--- config.mk ---
export PLATFORM = sky130hd
export DESIGN_NAME = csap_device_flat
export DESIGN_NICKNAME = d
export VERILOG_FILES = /design/src/csap_pkg.sv /design/src/csap_if.sv /design/src/csap_device.sv /design/src/flat_wrapper.sv
export SDC_FILE = /design/constraint.sdc
export NUM_CORES = 1
export LEC_CHECK = 0
export ABC_AREA = 1
export BUFFER_PORTS_ARGS = -buffer_cell sky130_fd_sc_hd__buf_4
export CAP_MARGIN = 20
export CORE_AREA = 3 3 220 222
export DETAILED_ROUTE_END_ITERATION = 16
export DIE_AREA = 0 0 223 225
export GPL_TIMING_DRIVEN = 0
export PLACE_DENSITY_LB_ADDON = 0.05
export SYNTH_ARGS = -nofsm -noshare
export SYNTH_HDL_FRONTEND = slang
export SYNTH_SLANG_ARGS = --single-unit
--- constraint.sdc ---
create_clock -name ref_clk_in -period 4.7 [get_ports ref_clk_in]
set_input_delay 0.94 -clock ref_clk_in [delete_from_list [all_inputs] [get_ports ref_clk_in]]
set_output_delay 0.94 -clock ref_clk_in [all_outputs]
set_load 0.01 [all_outputs]
--- src/csap_pkg.sv ---
package csap_pkg;
  // Sideband layout
  localparam int CSAP_SB_WIDTH = 33;
  localparam int CSAP_SB_ABORT_BIT = 0;
  localparam int CSAP_SB_PAR_LSB = 1;
  localparam int CSAP_PAR_WIDTH = 32;
  // Data path widths
  localparam int CSAP_DATA_WIDTH_MAX = 256;
  localparam int CSAP_DATA_WIDTH_DEF = 256;
  localparam int CSAP_DWORD_BITS = 32;
  localparam int CSAP_BYTE_BITS = 8;
  // Reset values
  localparam logic CSAP_RST_ERR = 1'b0;
  localparam logic CSAP_RST_INPKT = 1'b0;
  localparam logic [7:0] CSAP_RST_CNT = 8'h00;
endpackage
--- src/csap_if.sv ---
`timescale 1ns/1ps
interface csap_if #(
  parameter int DATA_WIDTH = csap_pkg::CSAP_DATA_WIDTH_DEF
);
  logic [DATA_WIDTH-1:0] completion_data;
  logic [DATA_WIDTH/32-1:0] completion_keep;
  logic [csap_pkg::CSAP_SB_WIDTH-1:0] completion_sideband;
  logic completion_valid;
  logic completion_last;
  logic completion_ready;

  // Device end takes the stream, client end sources it
  modport device (
    input completion_data, completion_keep, completion_sideband,
    input completion_valid, completion_last,
    output completion_ready
  );
  modport client (
    output completion_data, completion_keep, completion_sideband,
    output completion_valid, completion_last,
    input completion_ready
  );
endinterface

--- src/csap_device.sv ---
`timescale 1ns/1ps
// How it works
// - Client may abort in any packet beat.
// - Aborted packet is nullified on the link.
// - Client may end early or finish payload.
// - Abort stays sticky for remaining beats.
// - Abort only raised with valid.
// - Abort sampled only while ready high.
// - Endpoint reports abort through error reporting.
// - Parity bit i is odd parity of byte i.
// - Narrow paths use only low parity bits.
// - Parity mismatch nullifies and reports internal error.
// - Parity may be tied low when disabled.
// - Beat moves when valid and ready; hold stable.
// - Last marks final beat, even single-beat packets.
// - Keep contiguous; only final beat partial.
module csap_device
  import csap_pkg::*;
#(
  parameter int DATA_WIDTH = csap_pkg::CSAP_DATA_WIDTH_DEF
) (
  input wire logic ref_clk_in,
  input wire logic srst_in,
  input wire logic clk_en_in,
  input wire logic par_en_in,
  input wire logic is_endpoint_in,
  input wire logic tx_ready_in,
  output logic tx_valid_out,
  output logic [DATA_WIDTH-1:0] tx_data_out,
  output logic [DATA_WIDTH/32-1:0] tx_keep_out,
  output logic tx_last_out,
  output logic tx_nullify_out,
  output logic aer_abort_out,
  output logic internal_err_out,
  csap_if.device link
);
  localparam int NBYTES = DATA_WIDTH / CSAP_BYTE_BITS;

  // Packet error state: clean, errored by parity, or aborted by the client
  typedef enum logic [1:0] {
    PKT_CLEAN,
    PKT_ERRORED,
    PKT_ABORTED
  } csap_pkt_e;

  logic beat;
  logic last_beat;
  logic drain;
  logic abort_now;
  logic par_bad;
  logic [NBYTES-1:0] byte_bad;
  logic pkt_err;
  csap_pkt_e pkt_state_ff;
  csap_pkt_e nxt_pkt_state;
  logic out_busy_ff;
  logic [DATA_WIDTH-1:0] tx_data_ff;
  logic [DATA_WIDTH/32-1:0] tx_keep_ff;
  logic tx_last_ff;
  logic tx_nullify_ff;
  logic aer_abort_ff;
  logic internal_err_ff;

  // One output stage; ready follows its drain so the client is stalled honestly
  assign link.completion_ready = clk_en_in && (!out_busy_ff || tx_ready_in);
  assign beat = link.completion_valid && link.completion_ready;
  assign last_beat = beat && link.completion_last;
  // The held beat leaves when the far side takes it
  assign drain = out_busy_ff && tx_ready_in;

  // Abort is looked at only on accepted beats, never while stalled
  assign abort_now = beat && link.completion_sideband[CSAP_SB_ABORT_BIT];

  // Per-byte odd parity compare; only bytes of the configured width take part
  for (genvar i = 0; i < NBYTES; i++) begin : g_par
    logic [CSAP_BYTE_BITS-1:0] byte_val;
    logic par_bit;
    assign byte_val = link.completion_data[i*CSAP_BYTE_BITS +: CSAP_BYTE_BITS];
    assign par_bit = link.completion_sideband[CSAP_SB_PAR_LSB + i];
    // Byte and its parity bit together must hold an odd count of ones
    assign byte_bad[i] = ~(^{byte_val, par_bit});
  end
  // Tied-low parity bits are harmless while checking is off
  assign par_bad = beat && par_en_in && (|byte_bad);

  // Errored if this beat or an earlier beat of the same packet was
  assign pkt_err = (pkt_state_ff != PKT_CLEAN) || abort_now || par_bad;

  // Next packet state; every last beat returns to clean for the next packet
  // Abort is kept apart from parity so that its report is never swallowed
  always_comb begin
    nxt_pkt_state = pkt_state_ff;
    case (pkt_state_ff)
      PKT_CLEAN: begin
        if (last_beat) begin
          nxt_pkt_state = PKT_CLEAN;
        end else if (abort_now) begin
          nxt_pkt_state = PKT_ABORTED;
        end else if (par_bad) begin
          nxt_pkt_state = PKT_ERRORED;
        end
      end
      PKT_ERRORED: begin
        // A later abort must still be reported, so it moves on
        if (last_beat) begin
          nxt_pkt_state = PKT_CLEAN;
        end else if (abort_now) begin
          nxt_pkt_state = PKT_ABORTED;
        end
      end
      PKT_ABORTED: begin
        if (last_beat) begin
          nxt_pkt_state = PKT_CLEAN;
        end
      end
      default: begin
        nxt_pkt_state = PKT_CLEAN;
      end
    endcase
  end

  // Packet state register
  always_ff @(posedge ref_clk_in) begin
    if (srst_in) begin
      pkt_state_ff <= PKT_CLEAN;
    end else if (clk_en_in) begin
      pkt_state_ff <= nxt_pkt_state;
    end
  end

  // Output stage occupancy: filled by a beat, emptied by a drain
  always_ff @(posedge ref_clk_in) begin
    if (srst_in) begin
      out_busy_ff <= CSAP_RST_INPKT;
    end else if (clk_en_in) begin
      if (beat) begin
        out_busy_ff <= 1'b1;
      end else if (drain) begin
        out_busy_ff <= 1'b0;
      end
    end
  end

  // Data loads only on a beat, so a stalled output holds
  always_ff @(posedge ref_clk_in) begin
    if (srst_in) begin
      tx_data_ff <= '0;
    end else if (clk_en_in && beat) begin
      tx_data_ff <= link.completion_data;
    end
  end

  // Keep pattern passes through untouched
  always_ff @(posedge ref_clk_in) begin
    if (srst_in) begin
      tx_keep_ff <= '0;
    end else if (clk_en_in && beat) begin
      tx_keep_ff <= link.completion_keep;
    end
  end

  // End of packet, early when the client aborts
  always_ff @(posedge ref_clk_in) begin
    if (srst_in) begin
      tx_last_ff <= 1'b0;
    end else if (clk_en_in && beat) begin
      tx_last_ff <= link.completion_last;
    end
  end

  // Nullify marks every errored beat of the TLP
  always_ff @(posedge ref_clk_in) begin
    if (srst_in) begin
      tx_nullify_ff <= CSAP_RST_ERR;
    end else if (clk_en_in && beat) begin
      tx_nullify_ff <= pkt_err;
    end
  end

  // Abort report, endpoint only: one pulse per packet on its first aborting beat
  always_ff @(posedge ref_clk_in) begin
    if (srst_in) begin
      aer_abort_ff <= 1'b0;
    end else if (clk_en_in) begin
      aer_abort_ff <= abort_now && (pkt_state_ff != PKT_ABORTED) && is_endpoint_in;
    end
  end

  // Internal error: one pulse per beat that fails parity
  always_ff @(posedge ref_clk_in) begin
    if (srst_in) begin
      internal_err_ff <= 1'b0;
    end else if (clk_en_in) begin
      internal_err_ff <= par_bad;
    end
  end

  // Registered outputs toward the link
  assign tx_valid_out = out_busy_ff;
  assign tx_data_out = tx_data_ff;
  assign tx_keep_out = tx_keep_ff;
  assign tx_last_out = tx_last_ff;
  assign tx_nullify_out = tx_nullify_ff;

  // Registered error reports
  assign aer_abort_out = aer_abort_ff;
  assign internal_err_out = internal_err_ff;
endmodule // csap_device

--- src/flat_wrapper.sv ---
// flat-port wrapper written by rule: the top's interface ports become plain ports
module csap_device_flat import csap_pkg::*;
#(
  parameter int DATA_WIDTH = csap_pkg::CSAP_DATA_WIDTH_DEF
)
  (ref_clk_in, srst_in, clk_en_in, par_en_in, is_endpoint_in, tx_ready_in, tx_valid_out, tx_data_out, tx_keep_out, tx_last_out, tx_nullify_out, aer_abort_out, internal_err_out, link_completion_data, link_completion_keep, link_completion_sideband, link_completion_valid, link_completion_last, link_completion_ready);
  csap_if #(.DATA_WIDTH(DATA_WIDTH)) link_i ();
  input wire logic ref_clk_in;
  input wire logic srst_in;
  input wire logic clk_en_in;
  input wire logic par_en_in;
  input wire logic is_endpoint_in;
  input wire logic tx_ready_in;
  output logic tx_valid_out;
  output logic [DATA_WIDTH-1:0] tx_data_out;
  output logic [DATA_WIDTH/32-1:0] tx_keep_out;
  output logic tx_last_out;
  output logic tx_nullify_out;
  output logic aer_abort_out;
  output logic internal_err_out;
  input wire logic [$bits(link_i.completion_data)-1:0] link_completion_data;
  input wire logic [$bits(link_i.completion_keep)-1:0] link_completion_keep;
  input wire logic [$bits(link_i.completion_sideband)-1:0] link_completion_sideband;
  input wire logic [$bits(link_i.completion_valid)-1:0] link_completion_valid;
  input wire logic [$bits(link_i.completion_last)-1:0] link_completion_last;
  output wire logic [$bits(link_i.completion_ready)-1:0] link_completion_ready;
  assign link_i.completion_data = link_completion_data;
  assign link_i.completion_keep = link_completion_keep;
  assign link_i.completion_sideband = link_completion_sideband;
  assign link_i.completion_valid = link_completion_valid;
  assign link_i.completion_last = link_completion_last;
  assign link_completion_ready = link_i.completion_ready;
  csap_device #(.DATA_WIDTH(DATA_WIDTH)) u_core (.ref_clk_in(ref_clk_in), .srst_in(srst_in), .clk_en_in(clk_en_in), .par_en_in(par_en_in), .is_endpoint_in(is_endpoint_in), .tx_ready_in(tx_ready_in), .tx_valid_out(tx_valid_out), .tx_data_out(tx_data_out), .tx_keep_out(tx_keep_out), .tx_last_out(tx_last_out), .tx_nullify_out(tx_nullify_out), .aer_abort_out(aer_abort_out), .internal_err_out(internal_err_out), .link(link_i));
endmodule
==> metrics.md <==
| Metric | Value |
|---|---|
| Run status | finished, final reports clean |
| Clock Tree Buf Depth | 3 |
| Fin nets | 3090 |
| Reg2Reg Setup Slack | 2.22 ns |
| Max Cap Viol | 0 |
| Worst r2r path cells | 9 |
| Post-route DRC violation count | 0 |
| First-pass GRT wire length | 85.9 mm |
| Design area | 20000 sq um |
| Crit path max fanout | 10 |
| Reg clk slew, reported paths | 0.05 ns |
| Routed wire per std cell | 17.0 um |
| I/O pin total | 575 |
| Gr usage total | 0.221 |
| Setup Slack @ Placement | 1.42 ns |
| VDD IR-drop max | 237 uV |
| Setup WS post-layout | 2.04 ns |
| Layout cells sized above 1 | 0.238 |
| Min-Delay Path Class | reg -> reg |
| FP Rows | 79 |
| Die area | 50200 sq um |
| IO Port Bufs | 571 |
| Final period utilization | 0.567 |
| Drt initial violations | 747 |
| Postcts setup bufs | 0 |
| DR vias/cell | 4.54 |
| Worst-margin pin slew | 0.866 ns |
| Unrepaired setup endpoints after global routing | false |
| Max Clock Skew | 0.0108 ns |
| Register area | 5430 sq um |
| Vias in the first global route | 14918 |
| Initial Util | 0.298 |
| Final-report hold violation count | 0 |
| Cell count after synthesis | 2176 |
| Slew Viols, Final | 0 |
| DP Wirelength | 46.9 mm |
| Final Power | 0.00655 W |
| Post_cts resized | 0 |
| Critical path arrival | 3.05 ns |
| Die Ht | 225 um |
| Multi-input gate area | 7270 sq um |
| Syn_area_per_cell | 6.38 sq um |
| Setup TNS Final | 0 ns |
| Sinks on Clock Net | 271 |
| CTS Buf Count | 36 |
| HP Start | u_core.tx_data_out[7] |
| CTS Hold Bufs | 0 |
| Grt ovf | 0 |
| Synth Register Bits | 271 |
| Router iterations before antenna repair | 5 |
| LEAKAGE | 10.3 nW |
| Largest net degree at the start of global routing | 12 |
| Antenna violations before repair | 12 |
| Via count | 15533 |
| Placed cell areas | 18900 sq um |
| Setup Viol. Count Final | 0 |
| Slew margin rel. | 0.422 |
| CTS root buf | clkbuf_16 |
| Min-Delay Endpoint | u_core.tx_data_out[7] |
| DIE WIDTH | 223 um |
| YS warnings | 0 |
| # fillers | 4926 |
| Core box area | 46600 sq um |
| Critical Path End Type | flip-flop |
| Register area share after synthesis | 0.391 |
| WHS Path Cells | 2 |
| Worst EP required | 5.09 ns |
| Fin crit period | 2.66 ns |
| R2r endpoint | u_core.tx_data_out[66] |
| # H-tree levels | 2 |
| Distinct cells, synth | 22 |
| Layout area overhead | 44.5% |
| CP Class | in -> reg |
| Reg2reg start | u_core.tx_valid_out |
| Achievable Freq | 375 MHz |
| CTS tree | done |
| Post-route antenna net violation count | 0 |
| Net Count, Synth | 2481 |
| Final WL | 58.2 mm |
| Pwr Density | 327 nW/um^2 |
| Clk Latency, worst-skew pair | 0.53 ns |
| Netlist Area Pre-Place | 13900 sq um |
| Worst Setup Start Kind | input pin |
| Gpl congestion | 0.863 |
layout make-up:
| cell class | count | area share |
|---|---|---|
| Antenna cell | 5 | 0.000624 |
| Buffer | 91 | 0.0191 |
| Clock buffer | 54 | 0.0539 |
| Clock inverter | 6 | 0.00162 |
| Inverter | 212 | 0.0397 |
| Multi-Input combinational cell | 1602 | 0.363 |
| Sequential cell | 271 | 0.271 |
| Tap cell | 607 | 0.0379 |
| Timing Repair Buffer | 571 | 0.214 |
cell usage in the layout, fill, tap and decap left out, drive strengths merged:
master	n
nand2	943
buf	606
dfxtp	271
a21oi	268
inv	212
clkbuf	110
o21ai	107
nand3	86
xnor2	70
nor2	57
xor2	41
nand3b	19
or2	7
diode	5
clkinv	5
nand2b	2
a31oi	1
a22oi	1
clkinvlp	1
layer usage:
metal  vias to the layer above  wire (um)  global-route usage
li1                       8008          -                   -
met2                       434      28900               0.394
met5                         -         92                   0
met4                        14       1780              0.0783
met1                      6984      22600               0.246
met3                        93       4820              0.0731
synth_stat cells (all sizes together):
| library cell | number | area [sq um] |
|---|---|---|
| nand2 | 943 | 3550 |
| dfxtp | 271 | 5430 |
| a21oi | 268 | 1340 |
| inv | 212 | 796 |
| o21ai | 107 | 536 |
| nand3 | 86 | 435 |
| xnor2 | 70 | 613 |
| nor2 | 57 | 219 |
| clkbuf | 56 | 210 |
| xor2 | 41 | 359 |
| buf | 35 | 173 |
| nand3b | 19 | 143 |
| or2 | 7 | 43.8 |
| nand2b | 2 | 12.5 |
| a22oi | 1 | 7.51 |
| a31oi | 1 | 6.26 |
worst max-delay path by stage:
| stage | end | startpoint |
|---|---|---|
| 2_1_floorplan | u_core.tx_data_out[103] | tx_ready_in |
| 5_1_grt | u_core.tx_data_out[142] | tx_ready_in |
| 3_5_place_dp | u_core.tx_data_out[77] | tx_ready_in |
| 3_3_place_gp | u_core.tx_data_out[66] | tx_ready_in |
| 4_1_cts | u_core.tx_data_out[66] | tx_ready_in |
| 6_report | u_core.tx_data_out[66] | tx_ready_in |
registers in the layout, summed over array words and instances (netlist names):
signal and flops:
u_core.tx_data_out 256, u_core.tx_keep_out 8, u_core.pkt_state_ff 2, u_core.aer_abort_out 1, u_core.internal_err_out 1, u_core.tx_last_out 1
u_core.tx_nullify_out 1, u_core.tx_valid_out 1
worst max-delay path, stage by stage:
cell	delay (ns)
buf_4	0.09
inv_1	0.03
nand2_1	0.05
nand2_1	0.06
inv_1	0.07
nand2_1	0.07
inv_1	0.08
buf_2	0.34
clkbuf_1	0.68
buf_1	0.49
a21oi_1	0.13
power breakdown:
part	internal (W)	total, W	leakage, nW	switching [W]
clock	0.00158	0.00265	0.550	0.00107
combinational	0.000618	0.00141	7.55	0.000787
sequential	0.00243	0.00250	2.22	0.0000704
per-stage QoR:
| step | util | std cells | hold WS, ns |
|---|---|---|---|
| CTS | 0.430 | 3414 | 0.464 |
| finish | 0.431 | 3419 | 0.464 |
| floorplan | - | 2176 | 0.462 |
| global placement | 0.406 | 3354 | 0.452 |
| detailed placement | 0.406 | 3354 | 0.455 |
| global route | 0.431 | 3419 | 0.481 |
cell families (layout without fill, tap and decap cells):
family,after synthesis,count (layout),share of synthesized area
simple gates,1114,1114,0.318
buf+inv,303,934,0.0849
compound gates,377,377,0.136
xor+xnor,111,111,0.0701
flops,271,271,0.391
other cells,0,5,0
Power figures use the tool's default switching activity.
